$ cat src/common/cpsd_pkg.sv
// constants and types shared by the control-port strap decoder
package cpsd_pkg;

  // bus-select strap codes
  localparam logic [1:0] BIS_MUXED  = 2'h0;
  localparam logic [1:0] BIS_NONMUX = 2'h1;
  localparam logic [1:0] BIS_SERIAL = 2'h2;
  localparam logic [1:0] BIS_HW     = 2'h3;

  typedef enum logic [3:0] {
    CPSD_MODE_MUXED  = 4'h1,
    CPSD_MODE_NONMUX = 4'h2,
    CPSD_MODE_SERIAL = 4'h4,
    CPSD_MODE_HW     = 4'h8
  } cpsd_mode_e;

  // transmit clock source codes, high strap in bit 1
  localparam logic [1:0] TCS_EXT  = 2'h0;
  localparam logic [1:0] TCS_PLL  = 2'h1;
  localparam logic [1:0] TCS_MCLK = 2'h2;
  localparam logic [1:0] TCS_RCLK = 2'h3;

  // path mode codes used to recognise T1 and E1 operation
  localparam logic [1:0] RX_MODE_T1 = 2'h0;
  localparam logic [1:0] RX_MODE_E1 = 2'h1;
  localparam logic       TX_MODE_T1 = 1'b0;
  localparam logic       TX_MODE_E1 = 1'b1;

  // build-out codes that select the payload clock variant
  localparam logic [2:0] BO_PAYLOAD_A = 3'h6;
  localparam logic [2:0] BO_PAYLOAD_B = 3'h7;

  // register byte addresses
  localparam logic [7:0] REG_CTRL   = 8'h00;
  localparam logic [7:0] REG_STATUS = 8'h04;
  localparam logic [7:0] REG_STRAPS = 8'h08;

  // control register fields
  localparam int          CTRL_PLL_REF_EXT = 0;
  localparam int          CTRL_TCS         = 1;
  localparam int          CTRL_PLL_OUT_MUX = 3;
  localparam int          CTRL_PAYLOAD_EN  = 4;
  localparam int          CTRL_TX_TERM_EN  = 5;
  localparam int          CTRL_RX_TERM_EN  = 6;
  localparam int          CTRL_TERM_120    = 7;
  localparam int          CTRL_RX_MODE     = 8;
  localparam int          CTRL_TX_MODE     = 10;
  localparam int          CTRL_WIDTH       = 11;
  localparam logic [10:0] CTRL_RESET       = 11'h000;

  // status register fields
  localparam int STAT_MODE       = 0;
  localparam int STAT_ALT_TIMING = 4;
  localparam int STAT_TX_PAYLOAD = 5;
  localparam int STAT_RX_PAYLOAD = 6;
  localparam int STAT_TX_TERM    = 7;
  localparam int STAT_RX_TERM    = 8;
  localparam int STAT_TCS        = 9;

  // strap snapshot register fields
  localparam int STRAP_ADDR = 0;
  localparam int STRAP_AD   = 8;
  localparam int STRAP_BIS  = 16;

endpackage

$ cat src/core/cpsd_sync.sv
// two-flop synchroniser for a bundle of pin-level inputs
`timescale 1ns/10ps
module cpsd_sync #(
  parameter int WIDTH = 8
) (
  input  wire logic             pclk,
  input  wire logic             presetn,
  input  wire logic [WIDTH-1:0] async_in,
  output logic      [WIDTH-1:0] sync_out
);

  logic [WIDTH-1:0] stage1;

  // stage1 is read only by the second flop
  always_ff @(posedge pclk or negedge presetn) begin
    if (!presetn) begin
      stage1   <= '0;
      sync_out <= '0;
    end else begin
      stage1   <= async_in;
      sync_out <= stage1;
    end
  end

endmodule

$ cat src/core/cpsd_clk_mux.sv
// transmit clock source mux, pll output routing and payload gapping
`timescale 1ns/10ps
module cpsd_clk_mux (
  input  wire logic       pclk,
  input  wire logic       presetn,
  input  wire logic       ext_clk,
  input  wire logic       pll_clk,
  input  wire logic       mclk_scaled,
  input  wire logic       rec_clk,
  input  wire logic [1:0] tcs,
  input  wire logic       pll_out_from_mux,
  input  wire logic       tx_payload,
  input  wire logic       rx_payload,
  input  wire logic       tx_gap_slot,
  input  wire logic       rx_gap_slot,
  output logic            tx_clock_out_pin,
  output logic            pll_out_pin,
  output logic            rx_clock_out
);

  logic tx_sel;

  always_comb begin
    unique case (tcs)
      cpsd_pkg::TCS_EXT:  tx_sel = ext_clk;
      cpsd_pkg::TCS_PLL:  tx_sel = pll_clk;
      cpsd_pkg::TCS_MCLK: tx_sel = mclk_scaled;
      cpsd_pkg::TCS_RCLK: tx_sel = rec_clk;
    endcase
  end

  // pulses in the framing slot are dropped only while the payload clock is on
  always_ff @(posedge pclk or negedge presetn) begin
    if (!presetn) begin
      tx_clock_out_pin <= 1'b0;
      rx_clock_out     <= 1'b0;
    end else begin
      tx_clock_out_pin <= tx_sel & ~(tx_payload & tx_gap_slot);   // RL16
      rx_clock_out     <= rec_clk & ~(rx_payload & rx_gap_slot);  // RL16
    end
  end

  always_ff @(posedge pclk or negedge presetn) begin
    if (!presetn) begin
      pll_out_pin <= 1'b0;
    end else begin
      pll_out_pin <= pll_out_from_mux ? tx_sel : pll_clk;  // RL13
    end
  end

endmodule

$ cat src/core/cpsd_top.sv
// control-port strap decoder: bus personality, pin routing and hardware-mode straps
//
// The register addresses and register access over APB were chosen for this implementation.
`timescale 1ns/10ps
// How it works
// [RL1] select 01 nonmuxed parallel, 00 multiplexed parallel
// [RL2] select 10 gives serial slave port
// [RL3] select 11 is hardware mode, no registers
// [RL4] timing strap picks first or second style
// [RL5] hardware mode repurposes pins, others stay fixed
// [RL6] serial clock, phase, polarity on given pins
// [RL7] far side grounds unused pins in serial
// [RL8] address pins give build-out, tx mode, alarm force
// [RL9] address pins prescaler, data pins rx mode
// [RL10] data pins 6, 7 disable terminations
// [RL11] hardware mode: pll reference always external clock
// [RL12] two straps choose one of four tx clocks
// [RL13] pll output pin equals selected tx clock
// [RL14] termination follows mode, each side disable strap
// [RL15] e1 strap picks 75 or 120 ohm
// [RL16] payload clock gaps framing slot pulses
// [RL17] gapping only in t1 or e1 modes
// [RL18] hardware payload clock via build-out codes
// [RL19] alarm outputs live in every mode
module cpsd_top (
  input  wire logic        pclk,
  input  wire logic        presetn,
  input  wire logic [7:0]  paddr,
  input  wire logic        psel,
  input  wire logic        penable,
  input  wire logic        pwrite,
  input  wire logic [31:0] pwdata,
  output logic      [31:0] prdata,
  output logic             pready,
  output logic             pslverr,
  input  wire logic [1:0]  bus_interface_select,
  input  wire logic        bus_timing_style_select,
  input  wire logic        tx_clock_source_sel_lo,
  input  wire logic        tx_clock_source_sel_hi,
  input  wire logic [7:0]  ad_in,
  output logic      [7:0]  ad_out,
  output logic             ad_oe,
  input  wire logic [7:0]  addr_in,
  input  wire logic        external_tx_clock_in,
  input  wire logic        tx_pll_clk,
  input  wire logic        scaled_mclk,
  input  wire logic        recovered_clk,
  input  wire logic [7:0]  port_rd_data,
  input  wire logic        port_rd_drive,
  input  wire logic        tx_gap_slot,
  input  wire logic        rx_gap_slot,
  input  wire logic        alarm_los_in,
  input  wire logic        alarm_ais_in,
  input  wire logic        alarm_lof_in,
  output logic             mode_muxed,
  output logic             mode_nonmux,
  output logic             mode_serial,
  output logic             mode_hw,
  output logic             alt_timing_style,
  output logic             address_latch_strobe,
  output logic      [7:0]  par_addr,
  output logic      [7:0]  par_ad,
  output logic             serial_sck,
  output logic             serial_cpha,
  output logic             serial_cpol,
  output logic      [2:0]  build_out_sel,
  output logic             tx_path_mode_sel_0,
  output logic             tx_alarm_signal_force,
  output logic      [1:0]  prescaler_sel,
  output logic      [1:0]  rx_path_mode_sel,
  output logic             tx_termination_disable,
  output logic             rx_termination_disable,
  output logic             e1_termination_select,
  output logic             pll_ref_from_ext,
  output logic             tx_term_on,
  output logic             rx_term_on,
  output logic             tx_term_120,
  output logic             rx_term_120,
  output logic             tx_payload_active,
  output logic             rx_payload_active,
  output logic             tx_clock_out_pin,
  output logic             pll_out_pin,
  output logic             rx_clock_out,
  output logic             alarm_los,
  output logic             alarm_ais,
  output logic             alarm_lof
);

  logic [1:0]            bis_s;
  logic                  bts_s;
  logic [1:0]            tcss_s;
  logic [7:0]            ad_s;
  logic [7:0]            addr_s;
  logic [3:0]            clk_s;
  cpsd_pkg::cpsd_mode_e  mode;
  cpsd_pkg::cpsd_mode_e  next_mode;
  logic [10:0]           ctrl;
  logic                  hw;
  logic                  parallel;
  logic [1:0]            eff_tcs;
  logic                  eff_pll_mux;
  logic [1:0]            eff_rx_mode;
  logic                  eff_tx_mode;
  logic                  rx_framed;
  logic                  tx_framed;
  logic                  payload_req;
  logic                  next_tx_term;
  logic                  next_rx_term;
  logic                  term_120_sel;
  logic                  access;
  logic                  mapped;
  logic                  refuse;

  // strap, ad and address pins and foreign clocks are two-flop synchronised first; port read data, gap slots and alarms are not
  cpsd_sync #(
    .WIDTH (25)
  ) u_sync (
    .pclk     (pclk),
    .presetn  (presetn),
    .async_in ({bus_interface_select, bus_timing_style_select, tx_clock_source_sel_hi,
                tx_clock_source_sel_lo, ad_in, addr_in, external_tx_clock_in, tx_pll_clk,
                scaled_mclk, recovered_clk}),
    .sync_out ({bis_s, bts_s, tcss_s, ad_s, addr_s, clk_s})
  );

  always_comb begin
    unique case (bis_s)
      cpsd_pkg::BIS_MUXED:  next_mode = cpsd_pkg::CPSD_MODE_MUXED;   // RL1
      cpsd_pkg::BIS_NONMUX: next_mode = cpsd_pkg::CPSD_MODE_NONMUX;  // RL1
      cpsd_pkg::BIS_SERIAL: next_mode = cpsd_pkg::CPSD_MODE_SERIAL;  // RL2
      cpsd_pkg::BIS_HW:     next_mode = cpsd_pkg::CPSD_MODE_HW;      // RL3
    endcase
  end

  // straps are static, but follow them so a board change needs no reset
  always_ff @(posedge pclk or negedge presetn) begin
    if (!presetn) begin
      mode <= cpsd_pkg::CPSD_MODE_MUXED;
    end else begin
      mode <= next_mode;
    end
  end

  assign hw       = (mode == cpsd_pkg::CPSD_MODE_HW);
  assign parallel = (mode == cpsd_pkg::CPSD_MODE_MUXED) || (mode == cpsd_pkg::CPSD_MODE_NONMUX);

  always_ff @(posedge pclk or negedge presetn) begin
    if (!presetn) begin
      mode_muxed       <= 1'b1;
      mode_nonmux      <= 1'b0;
      mode_serial      <= 1'b0;
      mode_hw          <= 1'b0;
      alt_timing_style <= 1'b0;
    end else begin
      mode_muxed       <= (mode == cpsd_pkg::CPSD_MODE_MUXED);   // RL1
      mode_nonmux      <= (mode == cpsd_pkg::CPSD_MODE_NONMUX);  // RL1
      mode_serial      <= (mode == cpsd_pkg::CPSD_MODE_SERIAL);  // RL2
      mode_hw          <= hw;                                    // RL3
      alt_timing_style <= parallel & bts_s;                      // RL4
    end
  end

  // parallel and serial routing; in serial mode only three pins are looked at
  always_ff @(posedge pclk or negedge presetn) begin
    if (!presetn) begin
      par_addr             <= 8'h00;
      par_ad               <= 8'h00;
      address_latch_strobe <= 1'b0;
      serial_sck           <= 1'b0;
      serial_cpha          <= 1'b0;
      serial_cpol          <= 1'b0;
      ad_out               <= 8'h00;
      ad_oe                <= 1'b0;
    end else begin
      par_addr             <= parallel ? addr_s : 8'h00;
      par_ad               <= parallel ? ad_s : 8'h00;
      address_latch_strobe <= (mode == cpsd_pkg::CPSD_MODE_MUXED) & addr_s[7];
      serial_sck           <= mode_is_serial() & ad_s[2];    // RL6
      serial_cpha          <= mode_is_serial() & addr_s[4];  // RL6
      serial_cpol          <= mode_is_serial() & addr_s[5];  // RL6
      ad_out               <= port_rd_data;
      ad_oe                <= parallel & port_rd_drive;      // RL5
    end
  end

  function automatic logic mode_is_serial();
    return mode == cpsd_pkg::CPSD_MODE_SERIAL;
  endfunction

  // strap fields are only live in hardware mode, fixed at zero otherwise
  always_ff @(posedge pclk or negedge presetn) begin
    if (!presetn) begin
      build_out_sel          <= 3'h0;
      tx_path_mode_sel_0     <= 1'b0;
      tx_alarm_signal_force  <= 1'b0;
      prescaler_sel          <= 2'h0;
      rx_path_mode_sel       <= 2'h0;
      tx_termination_disable <= 1'b0;
      rx_termination_disable <= 1'b0;
      e1_termination_select  <= 1'b0;
    end else begin
      build_out_sel          <= hw ? addr_s[4:2] : 3'h0;  // RL8 RL5
      tx_path_mode_sel_0     <= hw & addr_s[5];           // RL8
      tx_alarm_signal_force  <= hw & addr_s[1];           // RL8
      prescaler_sel          <= hw ? addr_s[7:6] : 2'h0;  // RL9
      rx_path_mode_sel       <= hw ? ad_s[5:4] : 2'h0;    // RL9
      tx_termination_disable <= hw & ad_s[6];             // RL10
      rx_termination_disable <= hw & ad_s[7];             // RL10
      e1_termination_select  <= hw & addr_s[0];
    end
  end

  // effective configuration: straps in hardware mode (pll output mux forced on there), control register otherwise
  assign eff_tcs     = hw ? tcss_s : ctrl[cpsd_pkg::CTRL_TCS +: 2];   // RL12
  assign eff_pll_mux = hw | ctrl[cpsd_pkg::CTRL_PLL_OUT_MUX];         // RL13
  assign eff_rx_mode = hw ? ad_s[5:4] : ctrl[cpsd_pkg::CTRL_RX_MODE +: 2];
  assign eff_tx_mode = hw ? addr_s[5] : ctrl[cpsd_pkg::CTRL_TX_MODE];
  assign rx_framed   = (eff_rx_mode == cpsd_pkg::RX_MODE_T1) ||
                       (eff_rx_mode == cpsd_pkg::RX_MODE_E1);          // RL17
  assign tx_framed   = (eff_tx_mode == cpsd_pkg::TX_MODE_T1) ||
                       (eff_tx_mode == cpsd_pkg::TX_MODE_E1);          // RL17
  assign payload_req = hw ? ((addr_s[4:2] == cpsd_pkg::BO_PAYLOAD_A) ||
                             (addr_s[4:2] == cpsd_pkg::BO_PAYLOAD_B))
                          : ctrl[cpsd_pkg::CTRL_PAYLOAD_EN];           // RL18
  assign next_tx_term = hw ? (tx_framed & ~ad_s[6]) : ctrl[cpsd_pkg::CTRL_TX_TERM_EN];  // RL14
  assign next_rx_term = hw ? (rx_framed & ~ad_s[7]) : ctrl[cpsd_pkg::CTRL_RX_TERM_EN];  // RL14
  assign term_120_sel = hw ? addr_s[0] : ctrl[cpsd_pkg::CTRL_TERM_120];

  always_ff @(posedge pclk or negedge presetn) begin
    if (!presetn) begin
      pll_ref_from_ext  <= 1'b0;
      tx_term_on        <= 1'b0;
      rx_term_on        <= 1'b0;
      tx_term_120       <= 1'b0;
      rx_term_120       <= 1'b0;
      tx_payload_active <= 1'b0;
      rx_payload_active <= 1'b0;
    end else begin
      pll_ref_from_ext  <= hw | ctrl[cpsd_pkg::CTRL_PLL_REF_EXT];  // RL11
      tx_term_on        <= next_tx_term;                           // RL14
      rx_term_on        <= next_rx_term;                           // RL14
      // one selector drives both directions, and only in e1
      tx_term_120       <= next_tx_term & (eff_tx_mode == cpsd_pkg::TX_MODE_E1)
                           & term_120_sel;                         // RL15
      rx_term_120       <= next_rx_term & (eff_rx_mode == cpsd_pkg::RX_MODE_E1)
                           & term_120_sel;                         // RL15
      tx_payload_active <= payload_req & tx_framed;                // RL16 RL17
      rx_payload_active <= payload_req & rx_framed;                // RL16 RL17
    end
  end

  cpsd_clk_mux u_clk_mux (
    .pclk             (pclk),
    .presetn          (presetn),
    .ext_clk          (clk_s[3]),
    .pll_clk          (clk_s[2]),
    .mclk_scaled      (clk_s[1]),
    .rec_clk          (clk_s[0]),
    .tcs              (eff_tcs),
    .pll_out_from_mux (eff_pll_mux),
    .tx_payload       (tx_payload_active),
    .rx_payload       (rx_payload_active),
    .tx_gap_slot      (tx_gap_slot),
    .rx_gap_slot      (rx_gap_slot),
    .tx_clock_out_pin (tx_clock_out_pin),
    .pll_out_pin      (pll_out_pin),
    .rx_clock_out     (rx_clock_out)
  );

  // alarms bypass every mode decision
  always_ff @(posedge pclk or negedge presetn) begin
    if (!presetn) begin
      alarm_los <= 1'b0;
      alarm_ais <= 1'b0;
      alarm_lof <= 1'b0;
    end else begin
      alarm_los <= alarm_los_in;  // RL19
      alarm_ais <= alarm_ais_in;  // RL19
      alarm_lof <= alarm_lof_in;  // RL19
    end
  end

  // apb slave: zero wait states, read data captured in the setup cycle
  assign access  = psel & penable;
  assign mapped  = (paddr == cpsd_pkg::REG_CTRL) || (paddr == cpsd_pkg::REG_STATUS) ||
                   (paddr == cpsd_pkg::REG_STRAPS);
  assign refuse  = hw | ~mapped;  // RL3
  assign pready  = 1'b1;
  assign pslverr = access & refuse;

  always_ff @(posedge pclk or negedge presetn) begin
    if (!presetn) begin
      ctrl <= cpsd_pkg::CTRL_RESET;
    end else if (access && pwrite && !refuse && paddr == cpsd_pkg::REG_CTRL) begin
      ctrl <= pwdata[cpsd_pkg::CTRL_WIDTH-1:0];  // RL3
    end
  end

  always_ff @(posedge pclk or negedge presetn) begin
    if (!presetn) begin
      prdata <= 32'h0000_0000;
    end else if (psel && !penable) begin
      prdata <= 32'h0000_0000;
      if (!hw) begin
        unique case (paddr)
          cpsd_pkg::REG_CTRL: begin
            prdata[cpsd_pkg::CTRL_WIDTH-1:0] <= ctrl;
          end
          cpsd_pkg::REG_STATUS: begin
            prdata[cpsd_pkg::STAT_MODE +: 4]     <= mode;
            prdata[cpsd_pkg::STAT_ALT_TIMING]    <= alt_timing_style;
            prdata[cpsd_pkg::STAT_TX_PAYLOAD]    <= tx_payload_active;
            prdata[cpsd_pkg::STAT_RX_PAYLOAD]    <= rx_payload_active;
            prdata[cpsd_pkg::STAT_TX_TERM]       <= tx_term_on;
            prdata[cpsd_pkg::STAT_RX_TERM]       <= rx_term_on;
            prdata[cpsd_pkg::STAT_TCS +: 2]      <= eff_tcs;
          end
          cpsd_pkg::REG_STRAPS: begin
            prdata[cpsd_pkg::STRAP_ADDR +: 8]    <= addr_s;
            prdata[cpsd_pkg::STRAP_AD +: 8]      <= ad_s;
            prdata[cpsd_pkg::STRAP_BIS +: 2]     <= bis_s;
          end
          default: begin
          end
        endcase
      end
    end
  end

  a_mode_nonmux: assert property (@(posedge pclk) disable iff (!presetn)  // RL1
    bis_s == cpsd_pkg::BIS_NONMUX |=> ##1 mode_nonmux && !mode_muxed)
    else $error("nonmux select not decoded");
  a_mode_serial: assert property (@(posedge pclk) disable iff (!presetn)  // RL2
    bis_s == cpsd_pkg::BIS_SERIAL |=> ##1 mode_serial && !mode_hw)
    else $error("serial select not decoded");
  a_hw_refuse: assert property (@(posedge pclk) disable iff (!presetn)  // RL3
    hw && access && pwrite |-> pslverr ##1 $stable(ctrl))
    else $error("register write taken in hardware mode");
  a_timing_style: assert property (@(posedge pclk) disable iff (!presetn)  // RL4
    parallel |=> alt_timing_style == $past(bts_s))
    else $error("timing style does not follow strap");
  a_fixed_fields: assert property (@(posedge pclk) disable iff (!presetn)  // RL5
    !hw |=> build_out_sel == 3'h0 && prescaler_sel == 2'h0 && !tx_alarm_signal_force)
    else $error("strap field live outside hardware mode");
  a_serial_pins: assert property (@(posedge pclk) disable iff (!presetn)  // RL6
    mode == cpsd_pkg::CPSD_MODE_SERIAL |=>
      serial_sck == $past(ad_s[2]) && serial_cpol == $past(addr_s[5]))
    else $error("serial clock or polarity misrouted");
  a_build_out: assert property (@(posedge pclk) disable iff (!presetn)  // RL8
    hw |=> build_out_sel == $past(addr_s[4:2]) && tx_path_mode_sel_0 == $past(addr_s[5]))
    else $error("build-out or tx mode strap misrouted");
  a_prescaler: assert property (@(posedge pclk) disable iff (!presetn)  // RL9
    hw |=> prescaler_sel == $past(addr_s[7:6]) && rx_path_mode_sel == $past(ad_s[5:4]))
    else $error("prescaler or rx mode strap misrouted");
  a_term_disable: assert property (@(posedge pclk) disable iff (!presetn)  // RL10
    hw && ad_s[6] |=> tx_termination_disable && !tx_term_on)
    else $error("tx termination not disabled");
  a_pll_ref: assert property (@(posedge pclk) disable iff (!presetn)  // RL11
    hw |=> pll_ref_from_ext)
    else $error("pll reference not external in hardware mode");
  a_payload_bo: assert property (@(posedge pclk) disable iff (!presetn)  // RL18
    hw && addr_s[4:2] != cpsd_pkg::BO_PAYLOAD_A && addr_s[4:2] != cpsd_pkg::BO_PAYLOAD_B
      |=> !tx_payload_active && !rx_payload_active)
    else $error("payload clock on without payload build-out");
  a_alarm_pass: assert property (@(posedge pclk) disable iff (!presetn)  // RL19
    1'b1 |=> alarm_los == $past(alarm_los_in) && alarm_lof == $past(alarm_lof_in))
    else $error("alarm output does not follow input");

endmodule

$ cat config.mk
export PLATFORM = sky130hd
export DESIGN_NAME = cpsd_top
export DESIGN_NICKNAME = d
export VERILOG_FILES = /design/src/common/cpsd_pkg.sv /design/src/core/cpsd_sync.sv /design/src/core/cpsd_clk_mux.sv /design/src/core/cpsd_top.sv
export SDC_FILE = /design/constraint.sdc
export NUM_CORES = 1
export LEC_CHECK = 0
export BUFFER_PORTS_ARGS = -buffer_cell sky130_fd_sc_hd__buf_2
export CAP_MARGIN = 15
export CORE_MARGIN = 3
export CORE_UTILIZATION = 51
export DETAILED_ROUTE_END_ITERATION = 8
export PLACE_DENSITY_LB_ADDON = 0.15
export SYNTH_ARGS = -nofsm -noshare
export SYNTH_HDL_FRONTEND = slang
export SYNTH_SLANG_ARGS = --single-unit
export TNS_END_PERCENT = 10
$ cat constraint.sdc
create_clock -name pclk -period 2.95 [get_ports pclk]
set_input_delay 0.1475 -clock pclk [delete_from_list [all_inputs] [get_ports pclk]]
set_output_delay 0.1475 -clock pclk [all_outputs]
set_load 0.005 [all_outputs]
**Yosys cells after proc, flatten, opt, wreduce, memory -nomap -nowiden**

Cells that the tools add are included.

- Bits of input ports: 84
- Word-level logic and storage cells: 118
- Flip-flop bits (word level): 142
- Output and inout port bits: 93

- Eq/ne operators: 15
- Mux-type cells: 18
- Reduce and logical (&&, ||, !) cells: 15
- Bitwise logic cells: 31

Operators by type and width:

| operator | count |
|---|---|
| $pmux W11 S3 | 1 |
| $and A1 B1 Y1 | 23 |
| $mux W18 | 1 |
| $mux W8 | 2 |
| $pmux W4 S4 | 1 |
| $eq A2 B2 Y1 const B | 4 |
| $eq A8 B3 Y1 const B | 1 |
| $eq A8 B4 Y1 const B | 1 |
| $logic_not A8 Y1 | 1 |
| $mux W2 | 4 |
| $mux W7 | 1 |
| $eq A2 B1 Y1 const B | 3 |
| $eq A3 B3 Y1 const B | 2 |
| $logic_not A2 Y1 | 3 |
| $mux W1 | 6 |
| $logic_or A1 B1 Y1 | 5 |
| $not A1 Y1 | 5 |
| $eq A4 B1 Y1 const B | 1 |
| $eq A4 B2 Y1 const B | 1 |
| $eq A4 B3 Y1 const B | 1 |
| $eq A4 B4 Y1 const B | 1 |
| $logic_and A1 B1 Y1 | 4 |
| $pmux W1 S4 | 1 |
| $mux W3 | 1 |
| other kinds (2) | 5 |

**Longest topological paths before layout**

Gate-level depths: netlist of run 1.

- Depth after elaboration: 8
- Mapped depth: 7
- Mapped depth without buffers: 5

**Hierarchy**

From an unflattened synthesis of run 1, not the netlist that was laid out.

- Cell total of the unflattened synthesis: 324
- Area total of the unflattened synthesis: 4,858.4 um^2

By module, submodules not included:

| module | cells each | times used | area an instance (um^2) |
|---|---|---|---|
| cpsd_top | 261 | 1 | 3,450.8 |
| cpsd_sync | 50 | 1 | 1,251.2 |
| cpsd_clk_mux | 13 | 1 | 156.4 |

**Worst setup path before layout of run 1**

No wires, ideal clock.

- Path kind: flip-flop to flip-flop
- Start point: reg mode[1]
- End point: reg u_clk_mux.tx_clock_out_pin
- Stages on the path, launching flop included: 8
- Required time: 2.846 ns
- Arrival: 1.772 ns
- Path slack: 1.074 ns
- Library setup time: 0.104 ns
- Cells stage by stage: dfrtp_1 or4b_1 buf_6 inv_6 buf_12 mux2i_1 nor3_1 a221oi_1

- Longest elaborated chain between the ends: 5
- Elaborated cells on any way between the ends: 8

Ends and longest elaborated chain:

| item | line | text |
|---|---|---|
| from (decl) | cpsd_top.sv:95 | `cpsd_pkg::cpsd_mode_e mode;` |
| from (signal assigned) | cpsd_top.sv:138 | `mode <= cpsd_pkg::CPSD_MODE_MUXED;` |
| from (signal assigned) | cpsd_top.sv:140 | `mode <= next_mode;` |
| $eq A4 B4 Y1 * | cpsd_top.sv:144 | `assign hw = (mode == cpsd_pkg::CPSD_MODE_HW);` |
| $mux W2 * | cpsd_top.sv:214 | `assign eff_tcs = hw ? tcss_s : ctrl[cpsd_pkg::CTRL_TCS +: 2];` |
| $eq A2 B2 Y1, or another cell as far along | cpsd_clk_mux.sv:24 | `unique case (tcs)` |
| $pmux W1 S4 * | cpsd_clk_mux.sv:24 |  |
| $and A1 B1 Y1 * | cpsd_clk_mux.sv:38 | `tx_clock_out_pin <= tx_sel & ~(tx_payload & tx_gap_slot);` |
| to (signal assigned) | cpsd_clk_mux.sv:38 |  |
| to (decl) | cpsd_clk_mux.sv:16 | `output logic tx_clock_out_pin,` |

Every way passes the cells marked *; elsewhere a longest branch is shown, timed or not.
A chain may end at the register's enable or synchronous reset.

**Worst setup path in the final report of run 1**

Same ends and word-level chain as after synthesis.

==> flow_summary_export.csv, run 1 <==
group,metric,value,unit
outcome,status,"finished clean",
logic_synthesis,synth_warnings,0,
cells_and_area,syn_to_final_growth,38.43,%
logic_synthesis,synth_area_per_cell,14.04,sq um
cells_and_area,multi_input_comb_area,1156,sq um
logic_synthesis,synth_cell_type_count,45,
logic_synthesis,ys_ff_latch,142,
global_route,grt_use_met2,34.07,%
global_route,track_usage,21.10,%
logic_synthesis,synth.top_cell.area_share,71.89,%
worst_setup_path,path_max_fanout,20,
sta,setup_viol,0,
global_route,grt_busiest_layer,"met2",
worst_setup_path,start_kind,"flip-flop",
sta,fin_crit_sh,78.53,%
logic_synthesis,muxShareOfSynthArea,5.109,%
worst_setup_path,worstPathRequired,3.35,ns
placement,hpwl,6.862,mm
clocking,cts_tree,"yes",
logic_synthesis,synth_common_cells,"dfrtp_1, nand2_1, nor2b_1, and2_1, nor2_1",
global_route,grt_max_degree,84,
logic_synthesis,yosysTopAreaCell,"dfrtp_1",
global_route,grt_pass1_vias,3559,
floorplanning,die_y,103.8,microns
clocking,cts.sinks,142,
worst_setup_path,arrival,2.71,ns
global_route,grt_util_met3,7.165,%
worst_setup_path,slowest_stage,"or4b_1",
floorplanning,initial_core_util,52.49,%
sta,fin_crit,2.317,ns
floorplanning,die_area,10770,sq um
hold_path,hold_path.class,"input pin to async pin",
cells_and_area,seqCellArea,3556,sq um
placement,portBuffers,140,
drt,wl_per_cell,15.28,microns
sta,fin_ws,0.6334,ns
cells_and_area,diodes,0,
cells_and_area,fillers,682,
clocking,postCtsResizedCells,0,
drt,via_per_inst,4.754,
worst_setup_path,path_class,"flip-flop to flip-flop",
sta,rsz0062_at_grt,"false",
clocking,htreeDepth,4,
cells_and_area,layout-drive-gt1-share,34.59,%
sta,finalHoldViolCount,0,
cells_and_area,fin_area,6746,sq um
worst_setup_path,critPathTopFamily,"simple AND/OR/NAND/NOR gates",
global_route,grt_first_pass_wirelength,17.83,mm
global_route,gr-usage-met1,26.96,%
worst_setup_path,crit_buf_inv,2,
sta,fin_skew,0.009618,ns
floorplanning,die_x,103.8,microns
global_route,antenna_found_initial,0,
sta,finalSetupTns,0,ns
global_route,overflow,0,
drt,drtIter0Drc,177,
placement,routabilityCongestion,0.7872,
clocking,cts_setup_buffers,0,
worst_setup_path,cp-end-kind,"flip-flop",
drt,drt-total-wl,10.50,mm
logic_synthesis,synthXorXnorAreaFrac,0,%
logic_synthesis,synth_edf_count,0,
logic_synthesis,synth_top_family_by_area,"simple AND/OR/NAND/NOR gates",
drt,vias,3266,
sta,worst_pin_slew,1.070,ns
drt,firstDrtPassIters,5,
sta,maxSlewViolCount,0,
power,leakage,3.418,nW
logic_synthesis,async_flop_share,100.0,%
clocking,cts_max_path_buffers,2,
logic_synthesis,netlist_instances,347,
drt,ant_nets,0,
floorplanning,io_pins,177,
sta,maxClockFrequency,0.4317,GHz
worst_setup_path,slowest_delay,0.59,ns
logic_synthesis,ys_seq_area_share,72.97,%
logic_synthesis,synth.area.top_cells,"dfrtp_1, nor2b_1, mux2_2",
logic_synthesis,synth_compound_area_share,6.085,%
logic_synthesis,synth-adder-area-share,0,%
worst_setup_path,crit_chain,"or4b_1 -> buf_4 -> inv_6 -> mux2i_1 -> nor3_1 -> a221oi_1",
clocking,clk_latency,0.51,ns
clocking,numCtsBuffers,17,
clocking,clkTransAtPathRegs,0.06,ns
power,ir_drop,0.0003905,V
logic_synthesis,synth_area,4873,sq um
placement,placed_area,5643,sq um
power,powerDensity,655.5,nW/um^2
worst_setup_path,ff2ff_setup_slack,0.63,ns
clocking,cts_root_buf,"clkbuf_8",
cells_and_area,final_nets,630,
logic_synthesis,synth_ff_type,"dfrtp_1",
sta,relSlewSlack,28.39,%
flow_run,maxCapViolations,0,
logic_synthesis,synth.most_common_cell,"dfrtp_1",
logic_synthesis,synth-simple-area-share,11.37,%
drt,drc,0,
floorplanning,core_area,9284,sq um
floorplanning,num_rows,35,
placement,pre_cts_slack,0.7075,ns
==> timing repair <==
| action | CTS | global route |
|---|---|---|
| endpoints found under the hold margin | 109 | 0 |
| hold buffers | 51 | 0 |
| setup endpoints to repair | 0 | 0 |
==> layout by cell type (no fill, tap or decap), types with 3 or more instances in the layout <==
cell             n
a22o_1           7
buf_4            3
nand2_1         22
nor2_1          16
a21oi_1         14
nand2b_1         6
mux2i_1         11
buf_2          139
nand3_1          5
conb_1          15
clkbuf_16       16
nor4b_1          3
nor3_1           4
bufinv_16        3
dfrtp_1        140
dlygate4sd3_1   51
inv_1            3
clkinvlp_4       4
nor2b_1         20
and2_1          17
o21ai_0         11
mux2_2          11
inv_6            3
==> final timing paths <==
path	from	to	depth (start not counted)
worst max-delay path	mode[1]	u_clk_mux.tx_clock_out_pin	6
worst max register to register	mode[1]	u_clk_mux.tx_clock_out_pin	6
worst min-delay path	presetn	mode_hw	2
worst min register to register	u_sync.stage1[4]	u_sync.sync_out[4]	0
min in group pclk	paddr[3]	prdata[5]	4
max in group asynchronous	presetn	par_ad[6]	3
==> per-layer routing <==
metal,part of all wire (%),vias up
li1,-,1534
met1,42,1593
met2,49,129
met3,7.2,10
met4,1.1,0
met5,0,-
==> kinds of logic after synthesis <==
group / after synthesis
multiplexers: 23
flip-flops: 142
other: 2
AND/OR/NAND/NOR: 102
AO/OA/AOI/OAI: 46
buffers and inverters: 32
==> cell type report <==
| type | instances | share of cell area [%] |
|---|---|---|
| sequential | 142 | 52.71 |
| timing repair buffer | 195 | 18.68 |
| multi-input combinational | 186 | 17.14 |
| clock buffer | 18 | 6.343 |
| clock inverter | 13 | 2.448 |
| tap | 129 | 2.392 |
| inverter | 4 | 0.2967 |
==> metrics by stage <==
step | instances | hold slack, ns | utilization, % | power, mW
2_1_floorplan | 360 | -0.1481 | - | 2.178
3_3_place_gp | 605 | 0.1407 | 60.78 | 2.299
3_5_place_dp | 605 | 0.1442 | 60.78 | 2.304
4_1_cts | 687 | 0.1605 | 72.67 | 4.458
5_1_grt | 687 | 0.2005 | 72.67 | 4.593
6_report | 687 | 0.1657 | 72.67 | 4.422
==> sequential cells by signal, indices dropped and copies added (netlist names), 4 cells and up <==
register         cells
mode                 4
ad_out               8
prdata              18
par_addr             8
par_ad               8
u_sync.stage1       25
u_sync.sync_out     25
ctrl                11
==> power by group <==
group,switching (mW),internal (mW),leakage [nW]
logic,0.131,0.132,1.33
registers,0.0355,2.02,1.81
clock network,0.793,1.31,0.280
total,0.959,3.46,3.42
No activity file was read; power rests on OpenSTA's default activity.
==> run 2: changes to the inputs <==
--- a/config.mk
+++ b/config.mk
@@ -8,7 +8,7 @@
 export BUFFER_PORTS_ARGS = -buffer_cell sky130_fd_sc_hd__buf_2
 export CAP_MARGIN = 15
 export CORE_MARGIN = 3
-export CORE_UTILIZATION = 51
+export CORE_UTILIZATION = 44
 export DETAILED_ROUTE_END_ITERATION = 8
 export PLACE_DENSITY_LB_ADDON = 0.15
 export SYNTH_ARGS = -nofsm -noshare
==> constraint.sdc (replaced) <==
create_clock -name pclk -period 2.1 [get_ports pclk]
set_input_delay 0.105 -clock pclk [delete_from_list [all_inputs] [get_ports pclk]]
set_output_delay 0.105 -clock pclk [all_outputs]
set_load 0.005 [all_outputs]
==> run 2 against run 1 <==
Effect of this change:
- hold slack lost 0.096 ns
- sequential share of layout area down 1.4 points
- clock skew down 0.0027 ns
- clock power up 48%
- sequential cell count did not move
- non-clock buffer count rose by 16
- first-iteration DRC count shrank 24%
- final cell count is 3.5% higher
- critical endpoint is now pslverr
- largest cell class unchanged
==> flow_summary_export.csv, run 2 (same netlist as run 1, synthesis figures left out) <==
group,metric,value,unit
sta,fin_ws,0.01841,ns
sta,whs,0.06948,ns
sta,fin_skew,0.006921,ns
cells_and_area,reg_top3,"u_sync.stage1: 25 flops, u_sync.sync_out: 25 flops, prdata: 18 flops",
cells_and_area,final_cell_mix,"dfrtp_1, buf_2, dlygate4sd3_1, nand2_1, nor2b_1",
worst_setup_path,path_class,"flip-flop to output port",
worst_setup_path,start_kind,"flip-flop",
power,switching_share,20.42,%
worst_setup_path,arrival,1.98,ns
sta,rsz0062_at_grt,"true",
worst_setup_path,cp-end-kind,"output port",
floorplanning,die_area,12370,sq um
clocking,htreeDepth,4,
floorplanning,io_pins,177,
power,p_seq_share,45.2,%
outcome,status,"finished clean",
clocking,cts_max_path_buffers,2,
drt,drtIter0Drc,135,
drt,vias,3323,
drt,ant_nets,0,
placement,dp_cells,626,
placement,pre_cts_slack,-0.1323,ns
cells_and_area,layout_commonest_cell,"dfrtp_1",
sta,finalHoldViolCount,0,
cells_and_area,utilization,65.61,%
sta,finalSetupTns,0,ns
power,p_sw,1.306,mW
sta,fin_crit_sh,99.12,%
global_route,grt_max_degree,54,
cells_and_area,diodes,0,
sta,maxClockFrequency,0.4804,GHz
sta,setup_viol,0,
cells_and_area,final_cell_count_no_fill,711,
floorplanning,die_y,111.2,microns
drt,drt-total-wl,11.00,mm
placement,routabilityCongestion,0.8275,
clocking,clk_latency,0.51,ns
worst_setup_path,ff2ff_setup_slack,0.03,ns
clocking,clkTransAtPathRegs,0.06,ns
drt,drc,0,
cells_and_area,layout-drive-gt1-share,36.17,%
floorplanning,core_area,10560,sq um
drt,wl_per_cell,15.46,microns
sta,worst_pin_slew,1.022,ns
power,internal_power,5.089,mW
power,comb_power_share,6.2,%
placement,portBuffers,140,
floorplanning,initial_core_util,46.17,%
cells_and_area,syn_to_final_growth,42.11,%
power,powerDensity,923.4,nW/um^2
floorplanning,num_rows,37,
placement,hpwl,7.592,mm
cells_and_area,final_nets,646,
global_route,grt_first_pass_wirelength,17.84,mm
sta,maxSlewViolCount,0,
clocking,numCtsBuffers,17,
power,total_power,6.395,mW
flow_run,maxCapViolations,0,
power,leakage,3.524,nW
drt,via_per_inst,4.674,
global_route,grt_pass1_vias,3450,
cells_and_area,fillers,820,
worst_setup_path,worstPathRequired,2.00,ns
power,ir_drop,0.0004746,V
global_route,overflow,0,
clocking,cts_tree,"yes",
hold_path,hold_path.class,"input pin to async pin",
drt,firstDrtPassIters,4,
sta,fin_crit,2.082,ns
placement,placed_area,5757,sq um
clocking,cts.sinks,142,
global_route,track_usage,18.56,%
clocking,cts_root_buf,"clkbuf_8",
cells_and_area,fin_area,6925,sq um
global_route,antenna_found_initial,0,
sta,relSlewSlack,31.61,%
power,pwr-share-clk,48.6,%
floorplanning,die_x,111.2,microns
worst_setup_path,path_max_fanout,2,
run 2: changes by cell type in the layout (fill, tap and decap cells not counted), sizes merged:
| cell | previous run | this run |
|---|---|---|
| bufinv | 3 | 5 |
| clkbuf | 18 | 21 |
| clkinv | 4 | 5 |
| inv | 6 | 4 |
| buf | 144 | 160 |
| clkinvlp | 4 | 1 |
run 2: timing repair:
action                                 CTS  global route
hold buffers                            51             0
endpoints found under the hold margin  192             0
resized for setup                        2             3
setup endpoints to repair                1            22
pin swaps                                2             0
buffers inserted                         2             0
run 2: final timing paths:
kind | start | to | cells after the start
setup reg to reg | mode[0] | ctrl[6] | 4
setup / recovery | mode[0] | pslverr | 6
min in group pclk | paddr[3] | prdata[9] | 4
hold / removal | presetn | mode_hw | 2
max in group asynchronous | presetn | u_sync.sync_out[18] | 3
hold reg to reg | u_sync.stage1[5] | u_sync.sync_out[5] | 0
run 2: cell type report:
type / count / area, sq um / share of cell area, %
Timing Repair Buffer: 211 / 1388 / 20.04
Multi-Input combinational cell: 186 / 1172 / 16.93
Clock buffer: 21 / 429.2 / 6.197
Sequential cell: 142 / 3556 / 51.35
Inverter: 4 / 20.02 / 0.2891
Clock inverter: 11 / 190.2 / 2.746
Tap cell: 136 / 170.2 / 2.457
run 2: power by group through the flow:
stage | registers (mW) | logic (mW) | clock network (mW)
2_1_floorplan | 2.93 | 0.125 | 0
3_3_place_gp | 2.93 | 0.317 | 0
3_5_place_dp | 2.94 | 0.323 | 0
4_1_cts | 2.89 | 0.400 | 3.19
5_1_grt | 2.90 | 0.441 | 3.32
6_report | 2.89 | 0.395 | 3.11
run 2: metal layers:
metal	GRT usage [%]	vias up	wire length, microns
met5	0	-	0
met3	6.004	20	785
met1	24.60	1593	4673
li1	-	1572	-
met4	6.813	0	170
met2	28.79	138	5366
run 2: critical path: stages, from the launching register on:
cell     delay, ns
dfstp_2       0.37
or4b_4        0.54
nand3_2       0.10
buf_6         0.10
a21o_1        0.10
and3_1        0.15
buf_2         0.11
==> run 3: changes to the inputs <==
--- a/config.mk
+++ b/config.mk
@@ -11,6 +11,7 @@
 export CORE_UTILIZATION = 44
 export DETAILED_ROUTE_END_ITERATION = 8
 export PLACE_DENSITY_LB_ADDON = 0.15
+export RECOVER_POWER = 100
 export SYNTH_ARGS = -nofsm -noshare
 export SYNTH_HDL_FRONTEND = slang
 export SYNTH_SLANG_ARGS = --single-unit
==> run 3 against run 2 <==
Effect of this change:
- clock-buffer cell count stayed put
- hold slack better by 0.097 ns
- non-clock buffer count is the same
- register-to-register slack hardly changed
- critical endpoint unchanged
- global-route usage unchanged
- critical path depth unchanged
- routed wire length about the same
- via count barely moved
==> flow_summary_export.csv, run 3 (same netlist as run 1, synthesis figures left out) <==
group,metric,value,unit
floorplanning,die_area,12370,sq um
drt,via_per_inst,4.677,
clocking,cts.sinks,142,
worst_setup_path,cp-end-kind,"output port",
cells_and_area,syn_to_final_growth,40.31,%
global_route,grt_first_pass_wirelength,17.84,mm
worst_setup_path,worst_r2r_path_depth,4,
sta,maxSlewViolCount,0,
worst_setup_path,timing.rr.end,"ctrl[6]",
sta,worst_pin_slew,1.024,ns
floorplanning,io_pins,177,
cells_and_area,diodes,0,
sta,fin_skew,0.005279,ns
clocking,clk_latency,0.51,ns
worst_setup_path,worstPathRequired,2.00,ns
worst_setup_path,crit_chain,"or4b_4 -> nand3_2 -> buf_6 -> a21o_1 -> and3_1 -> buf_2",
power,leakage,3.344,nW
power,total_power,6.387,mW
cells_and_area,reg_top3,"u_sync.stage1: 25 flops, u_sync.sync_out: 25 flops, prdata: 18 flops",
sta,rsz0062_at_grt,"true",
clocking,cts_tree,"yes",
worst_setup_path,path_max_fanout,2,
worst_setup_path,start_kind,"flip-flop",
sta,finalHoldViolCount,0,
placement,routabilityCongestion,0.8275,
clocking,htreeDepth,4,
hold_path,hold_depth,4,
cells_and_area,final_cell_mix,"dfrtp_1, buf_2, dlygate4sd3_1, clkbuf_1, nand2_1",
global_route,grt_pass1_vias,3450,
power,powerDensity,934.0,nW/um^2
sta,fin_crit_sh,99.10,%
floorplanning,die_x,111.2,microns
worst_setup_path,ff2ff_setup_slack,0.02,ns
clocking,clkTransAtPathRegs,0.06,ns
placement,portBuffers,140,
drt,drtIter0Drc,137,
drt,drc,0,
placement,hpwl,7.592,mm
worst_setup_path,crit_buf_inv,2,
cells_and_area,layout_commonest_cell,"dfrtp_1",
drt,firstDrtPassIters,4,
global_route,track_usage,18.56,%
cells_and_area,utilization,64.78,%
sta,setup_viol,0,
sta,fin_crit,2.081,ns
outcome,status,"finished clean",
worst_setup_path,startpoint,"mode[0]",
floorplanning,initial_core_util,46.17,%
worst_setup_path,slowest_delay,0.54,ns
floorplanning,core_area,10560,sq um
worst_setup_path,arrival,1.98,ns
clocking,cts_root_buf,"clkbuf_8",
drt,wl_per_cell,15.45,microns
drt,ant_nets,0,
worst_setup_path,crit_end,"pslverr",
sta,maxClockFrequency,0.4805,GHz
cells_and_area,layout-drive-gt1-share,28.70,%
worst_setup_path,critPathTopFamily,"simple AND/OR/NAND/NOR gates",
sta,relSlewSlack,31.46,%
worst_setup_path,slowest_stage,"or4b_4",
clocking,cts_max_path_buffers,2,
global_route,overflow,0,
sta,whs,0.1669,ns
cells_and_area,fillers,851,
clocking,numCtsBuffers,17,
worst_setup_path,path_class,"flip-flop to output port",
floorplanning,num_rows,37,
hold_path,hold_path.class,"input pin to flip-flop",
flow_run,maxCapViolations,0,
power,ir_drop,0.0004738,V
cells_and_area,final_nets,646,
worst_setup_path,r2r_start,"mode[0]",
floorplanning,die_y,111.2,microns
global_route,antenna_found_initial,0,
global_route,grt_max_degree,54,
drt,drt-total-wl,10.99,mm
drt,vias,3325,
worst_setup_path,cp.depth,6,
## run 3: changes by cell type in the layout (fill, tap and decap cells not counted)
cell,before,now
and2_0,0,3
and2_1,17,14
buf_12,1,0
buf_2,139,100
buf_4,17,11
buf_6,3,2
clkbuf_1,4,47
clkbuf_2,0,3
clkbuf_4,0,1
## run 3: how the worst min path moves through the flow
stage | start | end | slack (ns)
2_1_floorplan | presetn | ad_oe | -0.19
3_3_place_gp | presetn | ad_out[6] | 0.04
3_5_place_dp | presetn | mode_hw | 0.04
4_1_cts | presetn | mode_hw | 0.06
5_1_grt | paddr[3] | prdata[9] | 0.17
6_report | paddr[3] | prdata[9] | 0.17
## run 3: final cells by class
cell class | instances | area (sq um) | share of cell area, %
Tap cell | 136 | 170.2 | 2.489
Clock buffer | 21 | 429.2 | 6.276
Clock inverter | 11 | 190.2 | 2.781
Timing Repair Buffer | 211 | 1300 | 19.01
Sequential cell | 142 | 3556 | 52.00
Inverter | 4 | 20.02 | 0.2928
Multi-Input combinational cell | 186 | 1172 | 17.15
## run 3: what timing repair did
action                                  in CTS  in global routing
endpoints found under the hold margin      192                  0
pin swaps                                    2                  0
resized for setup                            2                  3
endpoints found under the setup margin       1                 22
hold buffers                                51                  0
setup buffers                                2                  0
## run 3: power by group
part	switching [mW]	total, mW	internal, mW
clock	1.07	3.12	2.05
combinational	0.191	0.380	0.189
sequential	0.0494	2.89	2.84
total	1.31	6.39	5.08
## run 3: metrics by stage
stage,TNS (ns),std cells,cell area [sq um],setup slack (ns)
6_report,0,711,6838,0.01881
5_1_grt,-0.5809,711,6838,-0.05873
4_1_cts,0,711,6909,0.001554
3_5_place_dp,-1.388,626,5757,-0.1323
3_3_place_gp,-1.060,626,5757,-0.09726
2_1_floorplan,0,360,4922,0.2240
## run 3: layer usage
layer / routed length [microns] / global-route usage, % / vias to the layer above
met5: 0 / 0 / -
li1: - / - / 1569
met3: 746 / 6.004 / 21
met1: 4695 / 24.60 / 1605
met2: 5355 / 28.79 / 130
met4: 188 / 6.813 / 0
## run 3: worst register-to-register path, cell delays in order, from the launching register on
cell and delay, ns:
dfstp_2 0.53, or4b_4 0.13, nand3_2 0.08, nor2_1 0.80
mux2_2 0.42
